==> config.mk <==
export PLATFORM = sky130hd
export DESIGN_NAME = pswc_power_save_wake
export DESIGN_NICKNAME = d
export VERILOG_FILES = /design/src/pswc_pkg.sv /design/src/pswc_delay_timer.sv /design/src/pswc_power_save_wake.sv
export VERILOG_INCLUDE_DIRS = /design/src
export SDC_FILE = /design/constraint.sdc
export NUM_CORES = 1
export LEC_CHECK = 0
export CAP_MARGIN = 5
export CORE_MARGIN = 2
export CORE_UTILIZATION = 60
export DETAILED_ROUTE_END_ITERATION = 6
export DONT_BUFFER_PORTS = 1
export PLACE_DENSITY = 0.81
export SYNTH_ARGS = -nofsm -noshare
export SYNTH_HDL_FRONTEND = slang
export SYNTH_HIERARCHICAL = 1
export SYNTH_SLANG_ARGS = --single-unit
==> constraint.sdc <==
create_clock -name clk -period 2.6 [get_ports clk]
set_input_delay 0.13 -clock clk [delete_from_list [all_inputs] [get_ports clk]]
set_output_delay 0.13 -clock clk [all_outputs]
set_load 0.03 [all_outputs]
==> src/pswc_consts.svh <==
// constants for the power save and wake control block
`ifndef PSWC_CONSTS_SVH
`define PSWC_CONSTS_SVH

// ----------------------------------------------------------------
// reset control register field positions
// ----------------------------------------------------------------
`define PSWC_RCR_SLEEP_BIT      3
`define PSWC_RCR_IDLE_BIT       2
`define PSWC_RCR_WDT_TIMEOUT_FLAG_BIT       4
`define PSWC_RCR_SOFT_EN_BIT    5
`define PSWC_RCR_LVL_LSB        8
`define PSWC_RCR_LVL_MSB        11
`define PSWC_RCR_LOWVOLT_DETECT_ENABLE_BIT      12
`define PSWC_RCR_BANDGAP_STABLE_FLAG_BIT       13
`define PSWC_RCR_RESET          16'h0000
// ----------------------------------------------------------------
// configuration word offsets and fields
// ----------------------------------------------------------------
`define PSWC_CFG_OSC_ADDR       24'hF80000
`define PSWC_CFG_WDT_ADDR       24'hF80002
`define PSWC_CFG_BORPOR_ADDR    24'hF80004
`define PSWC_CFG_BOOT_ADDR      24'hF80006
`define PSWC_CFG_SECURE_ADDR    24'hF80008
`define PSWC_CFG_GENERAL_ADDR   24'hF8000A
`define PSWC_CFG_DEBUG_ADDR     24'hF8000C
`define PSWC_CFG_WDT_FUSE_BIT   15
`define PSWC_CFG_ERASED         16'hFFFF
// ----------------------------------------------------------------
// wake timing
// ----------------------------------------------------------------
`define PSWC_CLK_MHZ            40
`define PSWC_POWERON_DELAY_NS            10000
`define PSWC_POWERON_DELAY_CYC           ((`PSWC_POWERON_DELAY_NS * `PSWC_CLK_MHZ + 999) / 1000)
`define PSWC_POWERUP_TIMER_DELAY_CYC          16
`define PSWC_BANDGAP_STABLE_FLAG_CYC           64

`endif

==> src/pswc_pkg.sv <==
// types for the power save and wake control block
package pswc_pkg;
    typedef enum logic [2:0] {
        PSWC_OSC_FRC,
        PSWC_OSC_FRC_PLL,
        PSWC_OSC_PRIMARY,
        PSWC_OSC_LP,
        PSWC_OSC_LOW_POWER_INTERNAL_RC,
        PSWC_OSC_EC,
        PSWC_OSC_EXTERNAL_RC_OSC,
        PSWC_OSC_XT_PLL
    } pswc_osc_t;
    typedef enum logic [2:0] {
        PSWC_RUN,
        PSWC_SLEEP,
        PSWC_IDLE,
        PSWC_WAKE_DELAY,
        PSWC_WAIT_CLOCK
    } pswc_state_t;
endpackage

==> src/pswc_delay_timer.sv <==
// down counter that times the wake delays
`timescale 1ns/10ps
module pswc_delay_timer #(
    parameter int WIDTH = 16
) (
    input  wire logic             clk,
    input  wire logic             rst_n,
    input  wire logic             load,
    input  wire logic [WIDTH-1:0] count,
    output logic                  busy
);
    logic [WIDTH-1:0] remain;
    always_ff @(posedge clk or negedge rst_n) begin
        if (!rst_n) begin
            remain <= '0;
        end else if (load) begin
            remain <= count;
        end else if (remain != '0) begin
            remain <= remain - 1'b1;
        end
    end
    assign busy = (remain != '0);
endmodule // pswc_delay_timer

==> src/pswc_power_save_wake.sv <==
// power save and wake control: watchdog gating, low voltage control, sleep and idle
// Summary of operation
// - erased watchdog fuse reads one, forces watchdog
// - fuse zero lets soft enable bit five
// - watchdog overflow resets device except in sleep
// - overflow during sleep wakes instead of reset
// - threshold select sits at bits eleven..eight
// - bit thirteen flags reference settled
// - detector works only with bit twelve set
// - power save operand picks sleep or idle
// - sleep gates cpu, peripherals, oscillator, monitor
// - sleep ends on interrupt, reset, watchdog
// - wake restarts clock named by current select, or by the osc config word with switching off
// - crystal wake waits startup, lock, power delays
// - rc or external clock wake waits ten microseconds
// - low power crystal kept running skips timers
// - interrupt wake vectors and sets sleep flag
// - dead clock traps to fast rc or stalls
// - non poweron reset sets sleep, poweron clears
// - watchdog wake sets sleep and timeout flags
// - idle gates only the cpu clock
// - idle wake resumes at once, next instruction
// - idle flag set by wake or non poweron reset
// - config words twenty four bits, low sixteen used
`timescale 1ns/10ps
`include "pswc_consts.svh"
module pswc_power_save_wake
    import pswc_pkg::*;
#(
    parameter int             LOCK_CYC = 4,
    parameter int             OST_CYC  = 1024
) (
    input  wire logic         clk,
    input  wire logic         rst_n,
    input  wire logic         por_event,
    input  wire logic         bor_event,
    input  wire logic         master_clear_pin_event,
    input  wire logic         power_save_instruction_exec,
    input  wire logic         power_save_instruction_is_idle,
    input  wire logic         wdt_clear_instruction,
    input  wire logic         wdt_overflow,
    input  wire logic         irq_wake,
    input  wire logic         clock_switch_enable,
    input  wire logic [2:0]   current_osc_select,
    input  wire logic         pll_locked,
    input  wire logic         osc_running,
    input  wire logic         lp_ran_in_sleep,
    input  wire logic         clock_fail_enable,
    input  wire logic         reference_ready,
    input  wire logic         rcr_write,
    input  wire logic [15:0]  rcr_wdata,
    input  wire logic [23:0]  cfg_addr,
    input  wire logic [15:0]  osc_cfg_word,
    input  wire logic [15:0]  wdt_cfg_word,
    input  wire logic [15:0]  borpor_cfg_word,
    input  wire logic [15:0]  boot_cfg_word,
    input  wire logic [15:0]  secure_cfg_word,
    input  wire logic [15:0]  general_cfg_word,
    input  wire logic [15:0]  debug_cfg_word,
    output logic [23:0]       cfg_rdata,
    output logic [15:0]       reset_control_register,
    output logic              wdt_active,
    output logic              wdt_counter_clear,
    output logic              wdt_reset_request,
    output logic              cpu_clk_enable,
    output logic              periph_clk_enable,
    output logic              osc_enable,
    output logic              low_power_internal_rc_enable,
    output logic              clock_fail_monitor_active,
    output logic              lowvolt_detect_active,
    output logic [3:0]        lowvolt_threshold_select,
    output logic              interrupt_vector_take,
    output logic              clock_fail_trap,
    output logic [2:0]        wake_osc
);
    // ----------------------------------------------------------------
    // state and registers
    // ----------------------------------------------------------------
    pswc_state_t state;
    pswc_state_t next_state;
    logic        wake_by_irq;
    logic        load_delay;
    logic [15:0] delay_count;
    logic        delay_busy;
    logic [7:0]  bandgap_stable_flag_cnt;
    logic        bandgap_stable_flag;
    logic        any_reset;

    assign any_reset = por_event | bor_event | master_clear_pin_event;

    // ----------------------------------------------------------------
    // watchdog enable
    // ----------------------------------------------------------------
    // an erased part reads all ones, so the fuse defaults to enabled
    assign wdt_active = wdt_cfg_word[`PSWC_CFG_WDT_FUSE_BIT]
                      | reset_control_register[`PSWC_RCR_SOFT_EN_BIT];
    assign wdt_counter_clear = wdt_clear_instruction;
    assign wdt_reset_request = wdt_active & wdt_overflow & (state != PSWC_SLEEP);

    // ----------------------------------------------------------------
    // clock gating
    // ----------------------------------------------------------------
    assign cpu_clk_enable    = (state == PSWC_RUN);
    assign periph_clk_enable = (state == PSWC_RUN) | (state == PSWC_IDLE);
    assign osc_enable        = (state != PSWC_SLEEP) | lp_ran_in_sleep;
    assign clock_fail_monitor_active = clock_fail_enable & (state != PSWC_SLEEP);
    assign low_power_internal_rc_enable = (state == PSWC_SLEEP) ? wdt_active
                                               : (wdt_active | clock_fail_enable);

    // ----------------------------------------------------------------
    // low voltage detector
    // ----------------------------------------------------------------
    assign lowvolt_threshold_select =
        reset_control_register[`PSWC_RCR_LVL_MSB:`PSWC_RCR_LVL_LSB];
    assign lowvolt_detect_active = reset_control_register[`PSWC_RCR_LOWVOLT_DETECT_ENABLE_BIT];

    // reference needs a settling time after the detector is enabled
    always_ff @(posedge clk or negedge rst_n) begin
        if (!rst_n) begin
            bandgap_stable_flag_cnt <= 8'h00;
            bandgap_stable_flag     <= 1'b0;
        end else if (!lowvolt_detect_active) begin
            bandgap_stable_flag_cnt <= 8'h00;
            bandgap_stable_flag     <= 1'b0;
        end else if (bandgap_stable_flag_cnt == 8'(`PSWC_BANDGAP_STABLE_FLAG_CYC)) begin
            bandgap_stable_flag     <= reference_ready;
        end else begin
            bandgap_stable_flag_cnt <= bandgap_stable_flag_cnt + 8'h01;
        end
    end

    // ----------------------------------------------------------------
    // wake delay selection
    // ----------------------------------------------------------------
    logic [2:0] osc_src;
    logic       is_crystal;
    logic       lp_fast;
    assign osc_src = clock_switch_enable ? current_osc_select
                                         : osc_cfg_word[2:0];
    assign is_crystal = (osc_src == PSWC_OSC_PRIMARY) | (osc_src == PSWC_OSC_XT_PLL)
                      | (osc_src == PSWC_OSC_LP);
    assign lp_fast = (osc_src == PSWC_OSC_LP) & lp_ran_in_sleep;
    assign delay_count = (is_crystal && !lp_fast) ?
        16'(`PSWC_POWERON_DELAY_CYC + `PSWC_POWERUP_TIMER_DELAY_CYC + LOCK_CYC + OST_CYC) :
        16'(`PSWC_POWERON_DELAY_CYC);
    assign load_delay = (state == PSWC_SLEEP) && (next_state == PSWC_WAKE_DELAY);

    pswc_delay_timer #(
        .WIDTH (16)
    ) u_delay (
        .clk   (clk),
        .rst_n (rst_n),
        .load  (load_delay),
        .count (delay_count),
        .busy  (delay_busy)
    );

    // ----------------------------------------------------------------
    // power state machine
    // ----------------------------------------------------------------
    logic wake_src;
    logic clock_ok;
    assign wake_src = irq_wake | any_reset | (wdt_active & wdt_overflow);
    assign clock_ok = osc_running & ((osc_src != PSWC_OSC_XT_PLL
                    && osc_src != PSWC_OSC_FRC_PLL) || pll_locked);

    always_comb begin
        next_state = state;
        case (state)
            PSWC_RUN: begin
                if (power_save_instruction_exec) begin
                    next_state = power_save_instruction_is_idle ? PSWC_IDLE : PSWC_SLEEP;
                end
            end
            PSWC_SLEEP: begin
                if (wake_src) begin
                    next_state = PSWC_WAKE_DELAY;
                end
            end
            PSWC_IDLE: begin
                if (wake_src) begin
                    next_state = PSWC_RUN;
                end
            end
            PSWC_WAKE_DELAY: begin
                if (!delay_busy) begin
                    if (clock_ok || clock_fail_enable) begin
                        next_state = PSWC_RUN;
                    end else begin
                        next_state = PSWC_WAIT_CLOCK;
                    end
                end
            end
            PSWC_WAIT_CLOCK: begin
                if (clock_ok) begin
                    next_state = PSWC_RUN;
                end
            end
            default: next_state = PSWC_RUN;
        endcase
    end

    always_ff @(posedge clk or negedge rst_n) begin
        if (!rst_n) begin
            state <= PSWC_RUN;
        end else begin
            state <= next_state;
        end
    end

    // ----------------------------------------------------------------
    // wake side effects
    // ----------------------------------------------------------------
    logic delay_done;
    assign delay_done = (state == PSWC_WAKE_DELAY) && !delay_busy;

    always_ff @(posedge clk or negedge rst_n) begin
        if (!rst_n) begin
            wake_by_irq           <= 1'b0;
            interrupt_vector_take <= 1'b0;
            clock_fail_trap       <= 1'b0;
            wake_osc              <= 3'h0;
        end else begin
            if (load_delay) begin
                wake_by_irq <= irq_wake;
                wake_osc    <= osc_src;
            end
            interrupt_vector_take <= (next_state == PSWC_RUN)
                && ((state == PSWC_IDLE && irq_wake)
                    || (state != PSWC_IDLE && state != PSWC_RUN && wake_by_irq));
            clock_fail_trap <= delay_done && !clock_ok && clock_fail_enable;
        end
    end

    // ----------------------------------------------------------------
    // reset control register
    // ----------------------------------------------------------------
    logic [15:0] next_rcr;
    logic        in_sleep;
    logic        in_idle;
    logic        wdt_wake;
    assign in_sleep = (state == PSWC_SLEEP);
    assign in_idle  = (state == PSWC_IDLE);
    assign wdt_wake = wdt_active & wdt_overflow & (in_sleep | in_idle);

    always_comb begin
        next_rcr = reset_control_register;
        if (rcr_write) begin
            next_rcr = rcr_wdata;
        end
        // the settled flag drops one cycle after the enable, not two
        next_rcr[`PSWC_RCR_BANDGAP_STABLE_FLAG_BIT] = bandgap_stable_flag & lowvolt_detect_active;
        // hardware sets win over a software write in the same cycle
        if (in_sleep && (irq_wake || wdt_wake || bor_event || master_clear_pin_event)) begin
            next_rcr[`PSWC_RCR_SLEEP_BIT] = 1'b1;
        end
        if (in_idle && (irq_wake || wdt_wake || bor_event || master_clear_pin_event)) begin
            next_rcr[`PSWC_RCR_IDLE_BIT] = 1'b1;
        end
        if (wdt_wake) begin
            next_rcr[`PSWC_RCR_WDT_TIMEOUT_FLAG_BIT] = 1'b1;
        end
        if (por_event) begin
            next_rcr[`PSWC_RCR_SLEEP_BIT] = 1'b0;
            next_rcr[`PSWC_RCR_IDLE_BIT]  = 1'b0;
        end
    end

    always_ff @(posedge clk or negedge rst_n) begin
        if (!rst_n) begin
            reset_control_register <= `PSWC_RCR_RESET;
        end else begin
            reset_control_register <= next_rcr;
        end
    end

    // ----------------------------------------------------------------
    // configuration words, read through table reads
    // ----------------------------------------------------------------
    logic [15:0] cfg_sel;
    assign cfg_sel = (cfg_addr == `PSWC_CFG_OSC_ADDR)     ? osc_cfg_word     :
                     (cfg_addr == `PSWC_CFG_WDT_ADDR)     ? wdt_cfg_word     :
                     (cfg_addr == `PSWC_CFG_BORPOR_ADDR)  ? borpor_cfg_word  :
                     (cfg_addr == `PSWC_CFG_BOOT_ADDR)    ? boot_cfg_word    :
                     (cfg_addr == `PSWC_CFG_SECURE_ADDR)  ? secure_cfg_word  :
                     (cfg_addr == `PSWC_CFG_GENERAL_ADDR) ? general_cfg_word :
                     (cfg_addr == `PSWC_CFG_DEBUG_ADDR)   ? debug_cfg_word   : 16'h0000;

    always_ff @(posedge clk or negedge rst_n) begin
        if (!rst_n) begin
            cfg_rdata <= 24'h000000;
        end else begin
            cfg_rdata <= {8'h00, cfg_sel};
        end
    end
endmodule // pswc_power_save_wake

==> results list, run 1 <==
- Hold Crit Start: cfg_addr[3]
* Worst skew pair latency: 330 ps
- The total overflow left after global routing is 0.
- Pwr per Cell Area: 690 nW/um^2
- The synthesized-area fraction occupied by ao, oa, aoi and oai cells was 0.144.
* Starting density of the core: 0.627
* Layout Cell Area excl Fill: 5020 um^2
- Across the VDD grid, the largest voltage drop is 0.279 mV.
- Input and output buffers added on the ports amount to 0.
- Worst path bufs/invs: 2
- The clock passes through at most 2 buffers.
- Antenna violations before repair: 2
- Of the total synthesized cell area, the portion taken by AND, OR, NAND and NOR gates is 0.204.
- Fraction of synthesized area in multiplexers: 0.144
- Area occupied by registers: 1650 um^2
- Worst hold path cell count: 2
- TritonCTS built the clock tree.
- Final Cycle Share: 0.927
* Number of register bits inferred by synthesis: 66
* Clock transition at the register clock pins on the worst setup and hold paths after CTS: 80 ps
- Number of max-cap violations: 0
- After detailed routing, the number of remaining DRC violations is 0.
* Setup Skew: 8.78 ps
- Leakage: 2.12 nW
- STA classifies the critical path startpoint as a flip-flop.
* Share of layout cells above drive strength 1: 0.159
- Worst endpoint required time: 2810 ps
- Number of filler cells placed in the layout: 490
* Largest net degree at the start of global routing: 67
* Library cell with the highest instance count after synthesis: dfrtp_1
* Routed via count divided by cell count: 6.21
- Sequence of cells on the critical path: inv_1 > ha_1 > nor3b_4 > nand3b_1 > nor2_2 > inv_1 > nand2b_1 > a21oi_1 > nor2_1 > a211oi_1
- Combinational family with the most area after synthesis: simple AND/OR/NAND/NOR gates
- Maximum level of the CTS H-tree: 3
- From synthesis to final layout, the design area changed by 16.0%.
- The share of synthesized area in the top cell type comes to 0.381.
- Finished Layout Cells: 570
- Wire length reported by the detailed router: 12100 um
* Ys Warns: 6
- Avg Synthesized Cell Area: 10.2 um^2
* Post-DRT Antenna Nets: 0
* Total placed cells including tap cells: 504
* Detailed Place HPWL: 8680 um
- Number of sinks handled by clock tree synthesis: 66
- Site row count: 30
* Top cell types by occurrence after synthesis: dfrtp_1 (66), nor2_1 (38), nand2_1 (33)
- The hold violation total from the final report came to 0.
- # setup viols final: 0
* Shortest period the worst path allows: 2410 ps
- The detailed router finished its first iteration with 300 violations.
* Cell Area, Synth: 4330 um^2
* Count of different cell masters after synthesis: 67
- The core region is 6910 um^2.
- The tree is rooted in a clkbuf_8.
* Top cell family by delay on the critical path: simple AND/OR/NAND/NOR gates
* Cell area reported after detailed placement: 4320 um^2
* Die width: 89.0 um
- Sequential fraction of the synthesis area: 0.381
* Worst min path class: in -> reg
- Critical path arrival: 2620 ps
- Across all layers, the routed design uses 3541 vias.
- Total routing usage reported by global routing: 0.308
* Delay contributed by the slowest stage of the critical path: 420 ps
- Cell with the largest stage delay on the worst path: dfrtp_1
- Setup repair after global routing left no endpoint under its margin.
- Synth Area in XOR/XNOR: 0.0425
- In this run the critical register-to-register path is launched from u_delay/remain[0].
- Outcome: completed
- Routability-driven placement finished with a final weighted congestion of 0.881.
- Total negative slack for setup checks: 0 ps
* CTS buffer count: 9
- For this run, the share of the core covered by cells in the final layout is 0.727.
* Wire length of the first global-routing pass: 17900 um
- In this design, the critical path's most frequently occurring cell is inv_1.
* Post-synthesis async set-or-reset flop share: 1.00
* Maximum fanout count along the critical path: 6
- Die ar.: 7910 um^2
* Upper clock frequency limit: 0.415 GHz
* Max-slew violation total from the final report: 0
- Number of iterations in the first detailed-routing pass: 5
* Area taken by multi-input logic gates: 2440 um^2
- Top post-synthesis cells by area: dfrtp_1 (38%), mux4_2 (7.3%), mux2_2 (3.4%)
* Routed length per instance: 21.2 um
- EDFF count, synth: 0
- Nets: 643
* Worst-case headroom to the max-slew limit: 0.378
- Largest area contributor in the synthesized netlist: dfrtp_1
* Post-synthesis share of cell area spent on full adders, half adders and majority gates: 0.00867
* Stages on worst setup path: 10
- For the pin with the worst max-slew slack, the measured transition is 930 ps.
- Vertical extent of the die: 89.0 um
- IO Count: 230
- The critical path starts at u_delay/remain[0].
- Depth of the worst register-to-register path: 10
- Category of the critical setup timing path: reg -> reg
* CP endpoint kind: flip-flop
- Among all flip-flop cells after synthesis, the most frequent one is dfrtp_1.
- The number of global-route vias before repair was 3468.
* Post-synthesis cell count: 424
==> cells by family after synthesis <==
kind of cell             count (synthesis)
buffers and inverters                   59
XOR/XNOR                                21
adder cells (fa/ha/maj)                  3
flip-flops                              66
other                                    2
AO/OA/AOI/OAI                           79
AND/OR/NAND/NOR                        151
multiplexers                            43
==> timing repair <==
item                       in CTS  in global routing
buffers inserted                0                  1
hold buffers                   48                  0
setup endpoints to repair       0                  2
gates resized for setup         0                  1
hold endpoints to repair      102                  0
==> worst register-to-register path, cell delays in order (launching register included) <==
cell and delay [ps]:
dfrtp_1 420, inv_1 100, ha_1 240, nor3b_4 320, nand3b_1 240, nor2_2 170, inv_1 70, nand2b_1 190
a21oi_1 180, nor2_1 80, a211oi_1 290
==> per-stage QoR <==
step | hold WS (ps) | setup WS, ps | power [mW]
floorplan | -166 | 428 | 2.36
global placement | -164 | 367 | 2.44
detailed placement | -164 | 235 | 2.50
CTS | 3.52 | 233 | 3.44
global route | 3.95 | 29.8 | 3.65
finish | 13.9 | 190 | 3.47
==> layer usage <==
layer  global-route usage  up-vias  part of all wire
li1                     -     1589                 -
met4                0.134        0             0.029
met5                    0        -                 0
met3               0.0693       27             0.068
met1                0.388     1727              0.38
met2                0.512      198              0.52
==> final cells by class <==
cell class	instances	share of cell area
clock inverters	7	0.0139
multi-input cells	317	0.485
repair buffers	54	0.108
diodes	1	0.000498
flip-flops and latches	66	0.329
clock buffers	9	0.0247
inverters	20	0.0149
well taps	96	0.0239
==> cells in the final DEF, fill, tap and decap left out, drive strengths merged, types with 6 or more instances in the layout <==
| cell | netlist | final |
|---|---|---|
| mux4 | 14 | 14 |
| nand3 | 11 | 11 |
| xnor2 | 9 | 9 |
| a311oi | 10 | 10 |
| and2 | 7 | 7 |
| nand3b | 6 | 6 |
| a221o | 10 | 10 |
| clkbuf | 8 | 9 |
| o31ai | 10 | 10 |
| mux2i | 13 | 13 |
| a21oi | 15 | 15 |
| mux2 | 16 | 16 |
| nand2 | 34 | 34 |
| nand2b | 8 | 8 |
| xor2 | 12 | 12 |
| nor3 | 11 | 11 |
| dfrtp | 66 | 66 |
| buf | 31 | 7 |
| inv | 20 | 20 |
| conb | 2 | 20 |
| o21ai | 14 | 14 |
| nor2 | 39 | 39 |
| dlygate4sd3 | 0 | 47 |
==> state kept, by name (all words and copies together) (netlist names) <==
register / count
wake_osc: 3
bandgap_stable_flag: 1
wake_by_irq: 1
cfg_rdata: 16
bandgap_stable_flag_cnt: 8
state: 3
u_delay/remain: 16
clock_fail_trap: 1
interrupt_vector_take: 1
reset_control_register: 16
==> power breakdown <==
group	internal, mW	leakage (nW)	switching, mW
Sequential	1.22	0.842	0.406
Combinational	0.485	1.18	0.514
Clock	0.441	0.0990	0.400
Total	2.15	2.12	1.32
==> worst paths after layout <==
path	endpoint	slack (ps)
setup / recovery	interrupt_vector_take	190
hold / removal	cfg_rdata[13]	10
setup reg to reg	interrupt_vector_take	190
hold reg to reg	reset_control_register[13]	500
max in group asynchronous	cfg_rdata[12]	1990
min in group asynchronous	bandgap_stable_flag_cnt[3]	330
(Power assumes the default switching activity.)
==> inputs of run 2 (changes only) <==
CORE_AREA = 2 2 90 92   (was default)
CORE_MARGIN = default   (was 2)
CORE_UTILIZATION = default   (was 60)
DIE_AREA = 0 0 92 94   (was default)
PLACE_DENSITY = 0.76   (was 0.81)
SYNTH_HIERARCHICAL = default   (was 1)
==> run 2 against run 1 <==
  * Sequential cell count stayed put
  * Via count up 1.5%
  * Count of clock-buffer cells in the layout did not move
  * Sequential power down 9%
  * Cell count is 3.9% higher
  * Register-to-register slack better by 300 ps
  * Critical path type is now reg -> out
  * Worst setup slack gained 150 ps
  * Sequential share of layout area increased by 0.52 points
  * Die area up 9.3%
  * Critical endpoint is now low_power_internal_rc_enable
  * Non-clock buffer count shrank 2
  * Combinational power shrank 20%
==> results list, run 2 <==
- Outcome: completed
- Largest net degree at the start of global routing: 67
* Site row count: 32
- Max-slew violation total from the final report: 0
* Starting density of the core: 0.558
- The worst pin sits at a relative slew slack of 0.466.
- After floorplanning, the core was sized to cover 7610 um^2.
- Setup repair after global routing left no endpoint under its margin.
- Of all cell types, the one taking the most synthesized area is dfrtp_1.
- CTS root buf: clkbuf_8
* # setup viols final: 0
- Post-layout worst setup margin: 338 ps
- For this design the ratio of total power to cell area is 657 nW/um^2.
* Critical path startpoint category: flip-flop
* Share of layout cells above drive strength 1: 0.111
* Top post-synthesis cells by area: dfrtp_1 (39%), mux2_2 (5.8%), mux2i_1 (4.5%)
- Clock skew on the completed layout was measured at 11.1 ps.
- Sequential fraction of the synthesis area: 0.389
- Combinational family with the most area after synthesis: simple AND/OR/NAND/NOR gates
- Compound-gate portion of the synthesized area: 0.184
- Total negative slack for setup checks: 0 ps
- For this run, design rule violations remaining after detail routing come to 0.
- Library cell with the highest instance count after synthesis: dfrtp_1
- Static timing analysis puts the maximum clock frequency at 0.442 GHz.
- The die covers 8650 um^2.
- The largest registers in the layout are cfg_rdata x16, reset_control_register x16, u_delay.remain x16.
- For this run, the post-layout net count is 658.
* Routed via count divided by cell count: 6.07
- Once detailed placement completed, the half-perimeter wirelength came to 8600 um.
- CTS buffer count: 9
- Dividing the detail-routed wire length by the instance count gives 19.8 um.
- Count of different cell masters after synthesis: 59
- The first global-routing pass estimated 18200 um of wire.
- Vertical extent of the die: 94 um
* Global route overflow: 0
* Cell area reported after detailed placement: 4200 um^2
- Avg Synthesized Cell Area: 9.36 um^2
- Total routing usage reported by global routing: 0.272
- Power consumption: 3.25 mW
* Share of the core filled with cells: 0.650
* Leakage: 2.06 nW
* Number of register bits inferred by synthesis: 66
* Fraction of synthesized area in multiplexers: 0.103
- After clock tree synthesis, the clock-pin slew on the worst setup and hold paths is 70 ps.
- Worst endpoint required time: 2470 ps
* Count of cells resized by post-cts repair: 0
- CP endpoint kind: primary output
- Number of sinks handled by clock tree synthesis: 66
* Antenna violations before repair: 2
- From left edge to right edge, the die measures 92 um.
- After the first detailed-routing iteration, the DRC count stood at 182.
- Most common cell after layout, fill and taps aside: dfrtp_1
- Worst ir drop on vdd: 0.333 mV
- Max-cap violations in this run came to 0.
- IO Count: 230
* Primary FF master, synth: dfrtp_1
* Number of iterations in the first detailed-routing pass: 4
- During synthesis, Yosys emitted a total of 0 warnings.
* Maximum level of the CTS H-tree: 3
* Layout Cell Area excl Fill: 4940 um^2
* Final Wtd Congestion: 0.879
- The final route contains 3595 vias.
- For the pin with the worst max-slew slack, the measured transition is 797 ps.
- TritonCTS built the clock tree.
* Post-DRT Antenna Nets: 0
- At the later pin of the worst-skew pair, clock insertion delay measures 350 ps.
- Count of input and output buffers: 0
- Synthesis produced a netlist whose cell count is 454.
- The share of synthesized area in the top cell type comes to 0.389.
- No sink is reached through more buffers than the 2 on the longest clock path.
- Data on the critical path arrives at its endpoint at 2130 ps.
- From synthesis to final layout, the design area changed by 16.4%.
- In the layout the commonest cells are dfrtp_1 (66), nand2_1 (50), dlygate4sd3_1 (49), mux2_2 (22), nor2b_1 (20).
- Counting I/O delays and the setup requirement, the final critical path takes 2260 ps.
- Along the worst path, the maximum fanout reaches 16.
- Worst min path class: in -> reg
- Top cell types by occurrence after synthesis: dfrtp_1 (66), nand2_1 (50), mux2_2 (22)
* Post-synthesis share of cell area spent on full adders, half adders and majority gates: 0.00884
* Vias in the first global route: 3688
* EDFF count, synth: 0
* Number of filler cells placed in the layout: 613
- Cell Area, Synth: 4250 um^2
- Simple-gate share of the synthesized area: 0.230
- Total count of hold-check failures in the final report: 0
* Final Cycle Share: 0.870
* Category of the critical setup timing path: reg -> out
- Worst slack at placement: 486 ps
- Summed over all layers, the routed wires come to 11700 um.
- Of the total synthesized cell area, the portion taken by XOR and XNOR cells is 0.0227.
* Post-synthesis async set-or-reset flop share: 1.00
==> run 2: final cells by class <==
cell class / count / area [um^2] / share of cell area
Timing Repair Buffer: 52 / 533 / 0.108
Tap cell: 102 / 128 / 0.0258
Sequential cell: 66 / 1650 / 0.334
Inverter: 11 / 41.3 / 0.00835
Clock buffer: 9 / 124 / 0.0251
Antenna cell: 2 / 5.00 / 0.00101
Clock inverter: 7 / 103 / 0.0207
Multi-Input combinational cell: 343 / 2360 / 0.477
==> run 2: cell families (layout without fill, tap and decap cells) <==
kind of cell             count (synthesis)  after routing
XOR/XNOR                                11             11
other                                    1             10
AO/OA/AOI/OAI                          109            109
adder cells (fa/ha/maj)                  3              3
multiplexers                            41             41
flip-flops                              66             66
buffers and inverters                   52             79
AND/OR/NAND/NOR                        171            171
==> run 2: path summary, 6_finish.rpt <==
check	from	to	slack, ps	cells past startpoint
worst max-delay path	state[1]	low_power_internal_rc_enable	340	3
worst min-delay path	rcr_wdata[3]	reset_control_register[3]	20	2
worst max register to register	u_delay.remain[13]	state[1]	490	4
worst min register to register	wake_by_irq	wake_by_irq	480	2
max in group asynchronous	rst_n	u_delay.remain[9]	1990	2
min in group asynchronous	rst_n	reset_control_register[10]	320	2
==> run 2: worst max-delay path, stage by stage (launching register included) <==
cell	delay, ps
dfrtp_1	660
nor2_1	220
nor2b_1	590
or2_2	330
==> run 2: power by group <==
group / internal (mW) / leakage, nW / switching [mW] / total [mW]
sequential: 1.17 / 0.851 / 0.316 / 1.48
clock: 0.548 / 0.110 / 0.421 / 0.968
combinational: 0.375 / 1.10 / 0.422 / 0.797
==> run 2: layer usage <==
layer | share of wire | track usage | vias to the layer above
li1 | - | - | 1694
met4 | 0.025 | 0.121 | 0
met1 | 0.39 | 0.312 | 1710
met3 | 0.064 | 0.0714 | 25
met2 | 0.52 | 0.478 | 166
met5 | 0 | 0 | -
==> run 2: stage by stage <==
step	instances	hold slack [ps]
2_1_floorplan	461	-166
3_3_place_gp	524	-164
5_1_grt	592	14.9
4_1_cts	590	0.150
3_5_place_dp	524	-164
6_report	592	21.4
==> run 2: repair_timing <==
item / in CTS / in global routing
endpoints found under the hold margin: 97 / 0
hold buffers: 50 / 0
setup buffers: 0 / 0
==> inputs of run 3 (changes only) <==
PLACE_DENSITY = 0.71   (was 0.76)
==> run 3 against run 2 <==
  * Sequential share of layout area decreased by 0.65 points
  * Die area unchanged
  * Highest routed layer unchanged
  * Routed wire length is 2.0% higher
  * Power grew 3.2%
  * Largest cell class unchanged
  * Clock power increased by 9.5%
==> results list, run 3 (synthesis gave the netlist of run 2 again) <==
- Clock transition at the register clock pins on the worst setup and hold paths after CTS: 70 ps
- In the final design database the tool counted 667 nets.
- Summed over all layers, the global routing overflow is 0.
* Via count of the routed design: 3644
- For the pin with the worst max-slew slack, the measured transition is 826 ps.
* Max-slew violation total from the final report: 0
* Leakage: 2.12 nW
- For this design the ratio of total power to cell area is 665 nW/um^2.
- Total count of hold-check failures in the final report: 0
- CTS root buf: clkbuf_8
* Routed via count divided by cell count: 6.07
- Count of input and output buffers: 0
- The total area inside the core boundary comes to 7610 um^2.
- Total negative slack for setup checks: 0 ps
- Upper clock frequency limit: 0.458 GHz
* Starting density of the core: 0.558
* Number of buffers between clock root and the deepest sink: 2
- The finished layout holds 600 standard cells, fillers aside.
* CTS buffer count: 9
* Share of layout cells above drive strength 1: 0.111
* Final Cycle Share: 0.840
- Number of max-cap violations: 0
* Die width: 92 um
- IO Count: 230
- Vias in the first global route: 3693
- Vertical extent of the die: 94 um
- Maximum level of the CTS H-tree: 3
* Post-DRT Antenna Nets: 0
* Shortest period the worst path allows: 2180 ps
- The die covers 8650 um^2.
* Met3 Track Usage GR: 0.0650
- For the final database, setup skew stands at 7.57 ps.
- The path class of the tightest hold or removal check is in -> reg.
- Worst endpoint required time: 2470 ps
- Largest net degree at the start of global routing: 67
* Detailed Place HPWL: 8630 um
- Count of cells resized by post-cts repair: 0
- For this block, the initial DRC count from the detailed router was 140.
* Number of sinks handled by clock tree synthesis: 66
* Wire length of the first global-routing pass: 18400 um
* Power consumption: 3.35 mW
- At the later pin of the worst-skew pair, clock insertion delay measures 350 ps.
- Routed length per instance: 19.9 um
- Setup violations remaining at the end of the flow were counted as 0.
* Top Registers: cfg_rdata x16, reset_control_register x16, u_delay.remain x16
- Area taken by multi-input logic gates: 2360 um^2
- Synthesis-to-finish area growth: 18.7%
- Most crowded layer after global routing: met2
- The number of antenna violations at the first check in global routing is 1.
- Category of the critical setup timing path: reg -> out
- The routed design has 12000 um of wire.
- Site row count: 32
- Most frequent cells in the layout: dfrtp_1 (66), dlygate4sd3_1 (55), nand2_1 (50), mux2_2 (22), nor2b_1 (20)
- Worst-case headroom to the max-slew limit: 0.448
- Of all nets on the critical path, the largest fanout is 6.
- TritonCTS built the clock tree.
- For this run, global-route usage on met1 was measured as 0.318.
- Including well taps, the total number of placed cells is 527.
- Count of unresolved DRC violations after routing: 0
* Share of the core filled with cells: 0.663
* Worst ir drop on vdd: 0.248 mV
* Final Wtd Congestion: 0.851
- Most common cell after layout, fill and taps aside: dfrtp_1
- The pre-antenna-repair detailed-routing pass consisted of 4 iterations.
- The worst setup path is captured at a primary output.
- Across every metal layer, demand over resource in global routing totals 0.276.
* Number of filler cells placed in the layout: 611
- GR Util met2: 0.481
- Area occupied by registers: 1650 um^2
* Critical path startpoint category: flip-flop
* RSZ-0062 raised after global routing: no
- At the worst endpoint, the arrival time is 2050 ps.
- Outcome: completed
run 3: cell types whose count changed in the layout (fill, tap and decap cells not counted), moves of 2 or more:
cell	delta
clkinv_4	-2
clkbuf_1	+2
dlygate4sd3_1	+6
buf_4	+3
run 3: report_power, final:
part           switching, mW  internal, mW
Clock                  0.395         0.666
Sequential             0.292          1.17
Combinational          0.442         0.390
Total                   1.13          2.22
run 3: routing by layer:
metal | vias up | share of wire | routed length [um]
li1 | 1711 | - | -
met1 | 1738 | 0.39 | 4670
met2 | 155 | 0.51 | 6100
met3 | 40 | 0.059 | 711
met4 | 0 | 0.039 | 469
met5 | - | 0 | 0
run 3: what timing repair did:
item / CTS / global route
buffers inserted: 0 / 0
hold buffers: 56 / 0
hold endpoints to repair: 97 / 0
run 3: worst max-delay path, cell delays in order (launching register included):
cell and delay [ps]:
dfrtp_1 460, nand2b_1 220, nor2_1 110, nor2b_1 580, or2_2 330
run 3: final cells by class:
cell class	count	share of cell area
repair buffers	61	0.122
flip-flops and latches	66	0.328
diodes	1	0.000496
multi-input cells	343	0.468
clock buffers	12	0.0288
well taps	102	0.0253
clock inverters	4	0.0196
inverters	11	0.00819
run 3: final timing paths:
| check | startpoint | endpoint | slack (ps) | cells after the start |
|---|---|---|---|---|
| min in group asynchronous | rst_n | reset_control_register[14] | 310 | 2 |
| worst min-delay path | rcr_wdata[3] | reset_control_register[3] | 20 | 2 |
| worst min register to register | wake_by_irq | wake_by_irq | 480 | 2 |
| worst max register to register | u_delay.remain[0] | state[1] | 520 | 6 |
| worst max-delay path | state[2] | low_power_internal_rc_enable | 420 | 4 |
| max in group asynchronous | rst_n | cfg_rdata[8] | 2000 | 2 |
run 3: metrics by stage:
stage / hold WS, ps / worst slack [ps] / area, um^2
2_1_floorplan: -166 / 824 / 4270
3_3_place_gp: -164 / 596 / 4220
3_5_place_dp: -164 / 551 / 4220
4_1_cts: 6.84 / 410 / 5040
5_1_grt: 31.3 / 375 / 5040
6_report: 19.0 / 416 / 5040
